### config.mk
export PLATFORM = sky130hd
export DESIGN_NAME = tgc_top
export DESIGN_NICKNAME = d
export VERILOG_FILES = /design/src/include/tgc_pkg.sv /design/src/hdl/tgc_edge.sv /design/src/hdl/tgc_ovf.sv /design/src/hdl/tgc_top.sv
export SDC_FILE = /design/constraint.sdc
export NUM_CORES = 1
export LEC_CHECK = 0
export BUFFER_PORTS_ARGS = -buffer_cell sky130_fd_sc_hd__buf_4
export CAP_MARGIN = 20
export CORE_MARGIN = 10
export CORE_UTILIZATION = 53
export DETAILED_ROUTE_END_ITERATION = 12
export GPL_TIMING_DRIVEN = 0
export PLACE_DENSITY = 0.85
export SYNTH_ARGS = -nofsm -noshare
export SYNTH_HDL_FRONTEND = slang
export SYNTH_HIERARCHICAL = 1
export SYNTH_SLANG_ARGS = --single-unit
### constraint.sdc
create_clock -name clk -period 3.2 [get_ports clk]
set_input_delay 0.32 -clock clk [delete_from_list [all_inputs] [get_ports clk]]
set_output_delay 0.32 -clock clk [all_outputs]
set_load 0.01 [all_outputs]
### src/include/tgc_pkg.sv
// Package of constants for the gate control block.
// Summary of operation
// - With the counter on, gate enable 1 lets the gate control counting, 0 counts freely; ignored when off.
// - Polarity 1 counts while the gate is high, polarity 0 counts while the gate is low; in toggle mode the code ignores polarity.
// - Toggle mode bit set routes the gate through a toggle flip-flop; cleared holds that flip-flop clear.
// - In toggle mode, with the counter on, the flip-flop changes state on every rising edge of the selected gate.
// - Single-pulse mode bit 1 lets the single-pulse logic own the gate; 0 makes it inactive.
// - While the armed bit reads 1 the block waits for a gate edge to start an acquisition.
// - Hardware clears the armed bit at completion; it reads 0 when done or never started.
// - The read-only gate level bit shows the gate that would reach the counter, whatever gate enable says.
// - Source code 00 selects the gate pin, 01 the timer overflow, 10 and 11 are reserved.
// - Writable gate bits reset to 0 on power-on and brown-out, keep their value on other resets.
// - Each falling edge of the gate level sets the gate event flag, even with gate enable clear.
// - An 8-bit timer wrap from its maximum to zero gives a one-cycle overflow gate pulse.
// - Once armed, counting starts at the next active gate edge, the armed bit clears at the trailing edge.
// - Clearing the counter on bit stops the counter and clears the toggle flip-flop.
package tgc_pkg;
  // ***************************************************************
  // Register map
  // ***************************************************************
  localparam logic [11:0] TGC_ADDR_GATE = 12'h000;
  localparam logic [11:0] TGC_ADDR_CTRL = 12'h004;
  localparam logic [11:0] TGC_ADDR_STAT = 12'h008;
  localparam logic [11:0] TGC_ADDR_MASK = 12'h00C;
  localparam logic [11:0] TGC_ADDR_CNT = 12'h010;
  // ***************************************************************
  // Register field positions and constants
  // ***************************************************************
  localparam int TGC_B_GE = 7;
  localparam int TGC_B_POL = 6;
  localparam int TGC_B_TM = 5;
  localparam int TGC_B_SPM = 4;
  localparam int TGC_B_GO = 3;
  localparam int TGC_B_VAL = 2;
  localparam int TGC_B_SS = 0;
  localparam int TGC_B_ON = 0;
  localparam int TGC_B_EVT = 0;
  localparam int TGC_B_OVF = 1;
  localparam logic [7:0] TGC_GATE_RST = 8'h00;
  localparam logic [1:0] TGC_SS_PIN = 2'h0;
  localparam logic [1:0] TGC_SS_OVF = 2'h1;
  localparam logic [7:0] TGC_T8_MAX = 8'hFF;
  localparam logic [7:0] TGC_T8_ZERO = 8'h00;
  localparam logic [15:0] TGC_CNT_RST = 16'h0000;
  localparam logic [1:0] TGC_IRQ_RST = 2'h0;
  localparam logic [31:0] TGC_ZERO32 = 32'h00000000;
endpackage : tgc_pkg

### src/hdl/tgc_edge.sv
// Rising and falling edge detector on a registered level.
`timescale 1ns/1ps
`default_nettype none
module tgc_edge (
  input wire logic clk,
  input wire logic rst,
  input wire logic lvl,
  output logic rise,
  output logic fall
);
  logic prev_q;
  logic prev_d;

  always_comb begin
    prev_d = lvl;
  end

  always_ff @(posedge clk or posedge rst) begin
    if (rst) begin
      prev_q <= 1'b0;
    end else begin
      prev_q <= prev_d;
    end
  end

  assign rise = lvl && !prev_q;
  assign fall = !lvl && prev_q;
endmodule : tgc_edge
`default_nettype wire

### src/hdl/tgc_ovf.sv
// Eight-bit free running timer with a wrap pulse.
`timescale 1ns/1ps
`default_nettype none
module tgc_ovf
  import tgc_pkg::*;
(
  input wire logic clk,
  input wire logic rst,
  output logic ovf_pulse
);
  logic [7:0] t8_q;
  logic [7:0] t8_d;
  logic ovf_q;
  logic ovf_d;

  always_comb begin
    t8_d = t8_q + 8'h01;
    ovf_d = (t8_q == TGC_T8_MAX) && (t8_d == TGC_T8_ZERO);
  end

  always_ff @(posedge clk or posedge rst) begin
    if (rst) begin
      t8_q <= TGC_T8_ZERO;
      ovf_q <= 1'b0;
    end else begin
      t8_q <= t8_d;
      ovf_q <= ovf_d;
    end
  end

  assign ovf_pulse = ovf_q;
endmodule : tgc_ovf
`default_nettype wire

### src/hdl/tgc_top.sv
// Gate control logic for a 16-bit counter with an APB register slave.
//
// The APB register port and the address map were left to the implementer.
`timescale 1ns/1ps
`default_nettype none
module tgc_top
  import tgc_pkg::*;
(
  input wire logic clk,
  input wire logic rst,
  input wire logic por_n,
  input wire logic psel,
  input wire logic penable,
  input wire logic pwrite,
  input wire logic [11:0] paddr,
  input wire logic [31:0] pwdata,
  input wire logic [3:0] pstrb,
  output logic [31:0] prdata,
  output logic pready,
  output logic pslverr,
  input wire logic gate_input_pin,
  output logic count_en,
  output logic irq
);
  // ***************************************************************
  // State
  // ***************************************************************
  logic [7:0] gate_q;
  logic [7:0] gate_d;
  logic on_q;
  logic on_d;
  logic [1:0] stat_q;
  logic [1:0] stat_d;
  logic [1:0] mask_q;
  logic [1:0] mask_d;
  logic tff_q;
  logic tff_d;
  logic sp_run_q;
  logic sp_run_d;
  logic val_q;
  logic val_d;
  // Last gate level, so that arming waits for a fresh active edge.
  logic raw_q;
  logic raw_d;
  logic cen_q;
  logic cen_d;
  logic irq_q;
  logic irq_d;
  logic [15:0] cnt_q;
  logic [15:0] cnt_d;
  logic [31:0] prdata_q;
  logic [31:0] prdata_d;
  logic pready_q;
  logic pready_d;
  logic pslverr_q;
  logic pslverr_d;
  logic ovf_pulse;
  logic src;
  logic src_rise;
  logic val_rise;
  logic val_fall;
  logic gate_raw;
  logic wr;
  logic rd;
  logic hit;

  tgc_ovf u_ovf (
    .clk(clk),
    .rst(rst),
    .ovf_pulse(ovf_pulse)
  );

  // ***************************************************************
  // Gate path
  // ***************************************************************
  always_comb begin
    case (gate_q[TGC_B_SS+:2])
      TGC_SS_PIN: src = gate_input_pin;
      TGC_SS_OVF: src = ovf_pulse;
      default: src = 1'b0;
    endcase
  end

  tgc_edge u_src_edge (
    .clk(clk),
    .rst(rst),
    .lvl(src),
    .rise(src_rise),
    .fall()
  );

  function automatic logic polar(input logic s, input logic pol);
    polar = pol ? s : !s;
  endfunction : polar

  always_comb begin
    gate_raw = gate_q[TGC_B_TM] ? tff_q : polar(src, gate_q[TGC_B_POL]);
    raw_d = gate_raw;
    if (gate_q[TGC_B_SPM]) begin
      val_d = gate_raw && sp_run_q;
    end else begin
      val_d = gate_raw;
    end
  end

  tgc_edge u_val_edge (
    .clk(clk),
    .rst(rst),
    .lvl(val_q),
    .rise(val_rise),
    .fall(val_fall)
  );

  // ***************************************************************
  // Toggle, single pulse, counter
  // ***************************************************************
  always_comb begin
    tff_d = tff_q;
    if (!on_q || !gate_q[TGC_B_TM]) begin
      tff_d = 1'b0;
    end else if (polar(src, gate_q[TGC_B_POL]) && src_rise == gate_q[TGC_B_POL]
                 && src_rise) begin
      tff_d = !tff_q;
    end else if (!gate_q[TGC_B_POL] && src_rise) begin
      tff_d = !tff_q;
    end
    sp_run_d = sp_run_q;
    if (!gate_q[TGC_B_SPM] || !gate_q[TGC_B_GO]) begin
      sp_run_d = 1'b0;
    end else if (gate_raw && !raw_q) begin
      sp_run_d = 1'b1;
    end
    cen_d = 1'b0;
    if (on_q) begin
      cen_d = gate_q[TGC_B_GE] ? val_d : 1'b1;
    end
    cnt_d = cen_q ? cnt_q + 16'h0001 : cnt_q;
  end

  // ***************************************************************
  // APB slave and registers
  // ***************************************************************
  assign wr = psel && penable && pwrite && pready_q;
  assign rd = psel && !penable;
  assign hit = (paddr == TGC_ADDR_GATE) || (paddr == TGC_ADDR_CTRL) ||
               (paddr == TGC_ADDR_STAT) || (paddr == TGC_ADDR_MASK) ||
               (paddr == TGC_ADDR_CNT);

  always_comb begin
    gate_d = gate_q;
    gate_d[TGC_B_VAL] = 1'b0;
    on_d = on_q;
    mask_d = mask_q;
    stat_d = stat_q;
    if (wr && pstrb[0]) begin
      case (paddr)
        TGC_ADDR_GATE: begin
          gate_d = pwdata[7:0];
          gate_d[TGC_B_VAL] = 1'b0;
        end
        TGC_ADDR_CTRL: on_d = pwdata[TGC_B_ON];
        TGC_ADDR_STAT: stat_d = stat_q & ~pwdata[1:0];
        TGC_ADDR_MASK: mask_d = pwdata[1:0];
        default: on_d = on_q;
      endcase
    end
    if (gate_q[TGC_B_SPM] && sp_run_q && !val_d) begin
      gate_d[TGC_B_GO] = 1'b0;
    end
    if (val_fall) begin
      stat_d[TGC_B_EVT] = 1'b1;
    end
    if (ovf_pulse) begin
      stat_d[TGC_B_OVF] = 1'b1;
    end
    irq_d = |(stat_d & mask_d);
    pready_d = psel && penable && !pready_q;
    pslverr_d = pready_d && !hit;
    prdata_d = prdata_q;
    if (rd) begin
      case (paddr)
        TGC_ADDR_GATE: prdata_d = {24'h000000, gate_q[7:3], val_q, gate_q[1:0]};
        TGC_ADDR_CTRL: prdata_d = {31'h00000000, on_q};
        TGC_ADDR_STAT: prdata_d = {30'h00000000, stat_q};
        TGC_ADDR_MASK: prdata_d = {30'h00000000, mask_q};
        TGC_ADDR_CNT: prdata_d = {16'h0000, cnt_q};
        default: prdata_d = TGC_ZERO32;
      endcase
    end
  end

  always_ff @(posedge clk or posedge rst) begin
    if (rst) begin
      tff_q <= 1'b0;
      sp_run_q <= 1'b0;
      raw_q <= 1'b0;
      val_q <= 1'b0;
      cen_q <= 1'b0;
      irq_q <= 1'b0;
      cnt_q <= TGC_CNT_RST;
      prdata_q <= TGC_ZERO32;
      pready_q <= 1'b0;
      pslverr_q <= 1'b0;
      stat_q <= TGC_IRQ_RST;
    end else begin
      tff_q <= tff_d;
      sp_run_q <= sp_run_d;
      raw_q <= raw_d;
      val_q <= val_d;
      cen_q <= cen_d;
      irq_q <= irq_d;
      cnt_q <= cnt_d;
      prdata_q <= prdata_d;
      pready_q <= pready_d;
      pslverr_q <= pslverr_d;
      stat_q <= stat_d;
    end
  end

  always_ff @(posedge clk or negedge por_n) begin
    if (!por_n) begin
      gate_q <= TGC_GATE_RST;
      on_q <= 1'b0;
      mask_q <= TGC_IRQ_RST;
    end else begin
      gate_q <= gate_d;
      on_q <= on_d;
      mask_q <= mask_d;
    end
  end

  assign prdata = prdata_q;
  assign pready = pready_q;
  assign pslverr = pslverr_q;
  assign count_en = cen_q;
  assign irq = irq_q;
endmodule : tgc_top
`default_nettype wire

# Word level (Yosys, flattened, before mapping)
# Index checks and enable logic that the tools add are counted.
# word_totals
latch_bits,0
regBits,79
romBits,0
word_cells,100
ramBits,0
input_bits,55
out_inout_bits,36
mem_count,0
# classes
n_mul,0
shift,0
n_reduce_logical,48
n_eq_ne,7
bitwise_logic,3
order_cmp,0
n_mux,21
div_mod_pow,0
n_addsub,2
# ops
op,n
$pmux W16 S5,1
$eq A12 B4 Y1 const B,2
$logic_and A1 B1 Y1,17
$add A16 B1 Y16 const B,1
$logic_not A1 Y1,14
$mux W1,13
$eq A12 B3 Y1 const B,1
$eq A12 B5 Y1 const B,1
$logic_not A12 Y1,1
$add A8 B1 Y8 const B,1
$eq A8 B8 Y1 const B,1
$logic_not A8 Y1,1
$mux W2,4
$mux W4,2
$logic_or A1 B1 Y1,6
$reduce_and A2 Y1,3
$reduce_bool A2 Y1,3
$and A2 B2 Y2,2
$reduce_bool A3 Y1,1
$eq A2 B1 Y1 const B,1
$logic_not A2 Y1,1
$not A2 Y2,1
$pmux W1 S2,1
$reduce_or A2 Y1,1
$eq A1 B1 Y1,1

# Depth between registers and ports, before layout
# depth
word_depth,11
ltp_mapped,7
depth_no_buf,7

# Cells and area by module
# The synthesis kept the hierarchy.
# by_module_without_submodules
module,seq_area_each_um2,n_inst,cells_each,area_per_inst_um2
tgc_top,1301.2,1,212,2436.1
tgc_ovf,225.2,1,27,351.6
tgc_edge,25.0,2,4,43.8

# Worst setup path after synthesis
# Ideal clock, no wire load.
# synth_path
kind,input to register
startpoint,input paddr[7]
endpoint,"register irq_q, in the netlist irq"
required_ns,3.079
t_arrival_ns,1.529
setup_slack_ns,1.550
cell_stages,5
setup_ns,0.121
n_path_buf,0
path_cell_list,nor4_4 -> nand4_1 -> nor2_1 -> mux2_2 -> a22o_1
# synth_via
word_cells_on_any_way,10
cone_classes,eq/ne: 2; mux: 6; bitwise: 1; reduce/logical: 1
# synth_lines
element,line,rtl
"start, declared",tgc_top.sv:15,"input wire logic [11:0] paddr,"
$eq A12 B4 Y1,tgc_top.sv:156,case (paddr)
$mux W2,tgc_top.sv:156,
$mux W2,tgc_top.sv:155,if (wr && pstrb[0]) begin
named net mask_d[0],tgc_top.sv:35,logic [1:0] mask_d;
$and A2 B2 Y2,tgc_top.sv:176,irq_d = |(stat_d & mask_d);
$reduce_or A2 Y1,tgc_top.sv:176,
named net irq_d,tgc_top.sv:48,logic irq_d;
"end signal, assigned",tgc_top.sv:211,irq_q <= irq_d;
"end, declared",tgc_top.sv:47,logic irq_q;
# The timed path passes the listed nets, and every way through them passes these cells.
# A chain may end at the register's enable or synchronous reset.

==> impl_metrics.ini <==
[timing]
fin_ws_ns = 1.382
tns_ns = 0
fin_skew_ns = 0.002701
whs_ns = 0.1922
worst_slew_pin_slew_ns = 0.8567
hold_viol = 0
clock.fmax_ghz = 0.5500
period_minus_slack_ns = 1.818
rsz0062_at_grt = false
drv_slew = 0
slew_headroom_pct = 42.81
period_share_pct = 56.81
setup_violations = 0

[cts]
root_buffer = clkbuf_8
cts_sinks = 63
worstSkewPairLatency_ns = 0.33
cts_resized = 0
htreeDepth = 3
cts_tree = done
cts_buffer_depth = 2
cts_setup_buffers = 0
clkTransAtPathRegs_ns = 0.06
numCtsBuffers = 9
ctsHoldBuffers = 2

[grt]
grt_max_degree = 43
antenna_found_initial = 0
grt-ovfl-total = 0
grt_pass1_vias = 2059
grt.total_usage_pct = 14.09
grt_pass1_wl_um = 9784

[flow_run]
cap_violations = 0

[worst_setup_path]
critPathSlowestCell = dfrtp_1
endpoint_kind = flop
rrSetupSlack_ns = 1.38
slowest_delay_ns = 0.45
cp.arrival_ns = 2.03
critical_path_class = reg -> reg
crit_required_ns = 3.41
path_cells = and3_1 > nand4_1 > nor3_1 > nand3_1 > xnor2_1
startpoint_type = flop
cp_max_fo = 6

[layout]
final_common_cell = dfrtp_1
fin_util_pct = 69.47
drive_gt1_share_pct = 32.41
num_antenna_cells = 0
nNetsFinal = 377
syn_to_final_growth_pct = 25.63
layout_common_cells = dfrtp_1 (63), buf_4 (62), nand2_1 (25)

[routing]
first_pass_iters = 4
ant_nets = 0
route.detailed.drc = 0
drt_iter0_drc = 54
wl_per_cell_um = 15.10
viasPerCell = 5.094
vias = 2007
routed_wl_um = 5948

[power]
p_switching_mw = 0.3416
power.internal_mw = 1.330
irDropWorstVdd_mv = 0.3306
power-per-cell-area_nw_per_um2 = 465.3
p_sw_share_pct = 20.43
finalPower_mw = 1.672
p_leak_nw = 1.808
p_seq_share_pct = 48.0
combPwrFrac_pct = 6.2
clkPwrFrac_pct = 45.8

[placed_design]
hpwl_um = 4380
post-place-ws_ns = 1.217
portBuffers = 46
routabilityCongestion = 0.7949

[floorplan]
die_w_um = 93.46
ios = 91
dieArea_um2 = 8735
die_y_um = 93.46
start_util_pct = 55.30
core_area_um2 = 5172
rows = 26

[hold_path]
hold_path_class = in -> reg

[status]
status = completed

[yosys]
syn-cell-area_um2 = 2860
syn_inst = 245
yosysWarnings = 6
syn_avg_cell_area_um2 = 11.67
-- per-layer routing --
| layer | up-vias | routed length (um) | global-route usage, % |
|---|---|---|---|
| li1 | 966 | - | - |
| met1 | 973 | 2472 | 16.03 |
| met2 | 55 | 2907 | 22.33 |
| met3 | 13 | 469 | 6.315 |
| met4 | 0 | 98 | 6.298 |
| met5 | - | 0 | 0 |
-- cell type report --
type                    instances  area, um2
multi-input cells             167       1159
clock buffers                  13      158.9
plain buffers                  21      147.6
inverters                       9      33.78
clock inverters                 3      65.06
well taps                      70      87.58
fillers                       389       1579
flip-flops and latches         63       1577
repair buffers                 48      365.4
-- power by group through the flow --
| stage | clock network, mW | registers (mW) | logic, mW |
|---|---|---|---|
| global placement | 0 | 0.817 | 0.0988 |
| detailed placement | 0 | 0.817 | 0.101 |
| CTS | 0.784 | 0.802 | 0.103 |
| global route | 0.810 | 0.803 | 0.115 |
| floorplan | 0 | 0.817 | 0.0572 |
| finish | 0.766 | 0.803 | 0.103 |
-- state kept, by name, summed over array words and instances, names as in the netlist, 2 cells and up --
name and flops:
stat_q 2, mask_q 2, u_ovf/t8_q 8, prdata 16, gate_q 7, cnt_q 16
-- critical path: cells and delay by family (launching register included) --
family / cells / cell delay, ns
xor gates and xnor gates: 1 / 0.17
and+or+nand+nor: 4 / 1.08
DFF: 1 / 0.45
-- metrics by stage --
step           area [um2]  instances
3_3_place_gp         3349        376
4_1_cts              3593        394
2_1_floorplan        2917        260
3_5_place_dp         3349        376
6_report             3593        394
5_1_grt              3593        394
-- path summary, 6_finish.rpt --
kind / depth (start not counted) / to / from
worst max register to register: 5 / cnt_q[15]$_DFFE_PP0P_ / count_en$_DFF_PP0_
min in group asynchronous: 2 / gate_q[7]$_DFFE_PN0P_ / por_n
max in group asynchronous: 3 / prdata[15]$_DFFE_PP0P_ / rst
worst max-delay path: 5 / cnt_q[15]$_DFFE_PP0P_ / count_en$_DFF_PP0_
worst min register to register: 0 / u_val_edge/prev_q$_DFF_PP0_ / val_q$_DFF_PP0_
worst min-delay path: 3 / gate_q[6]$_DFFE_PN0P_ / pwdata[6]
No activity file was read; power rests on OpenSTA's default activity.
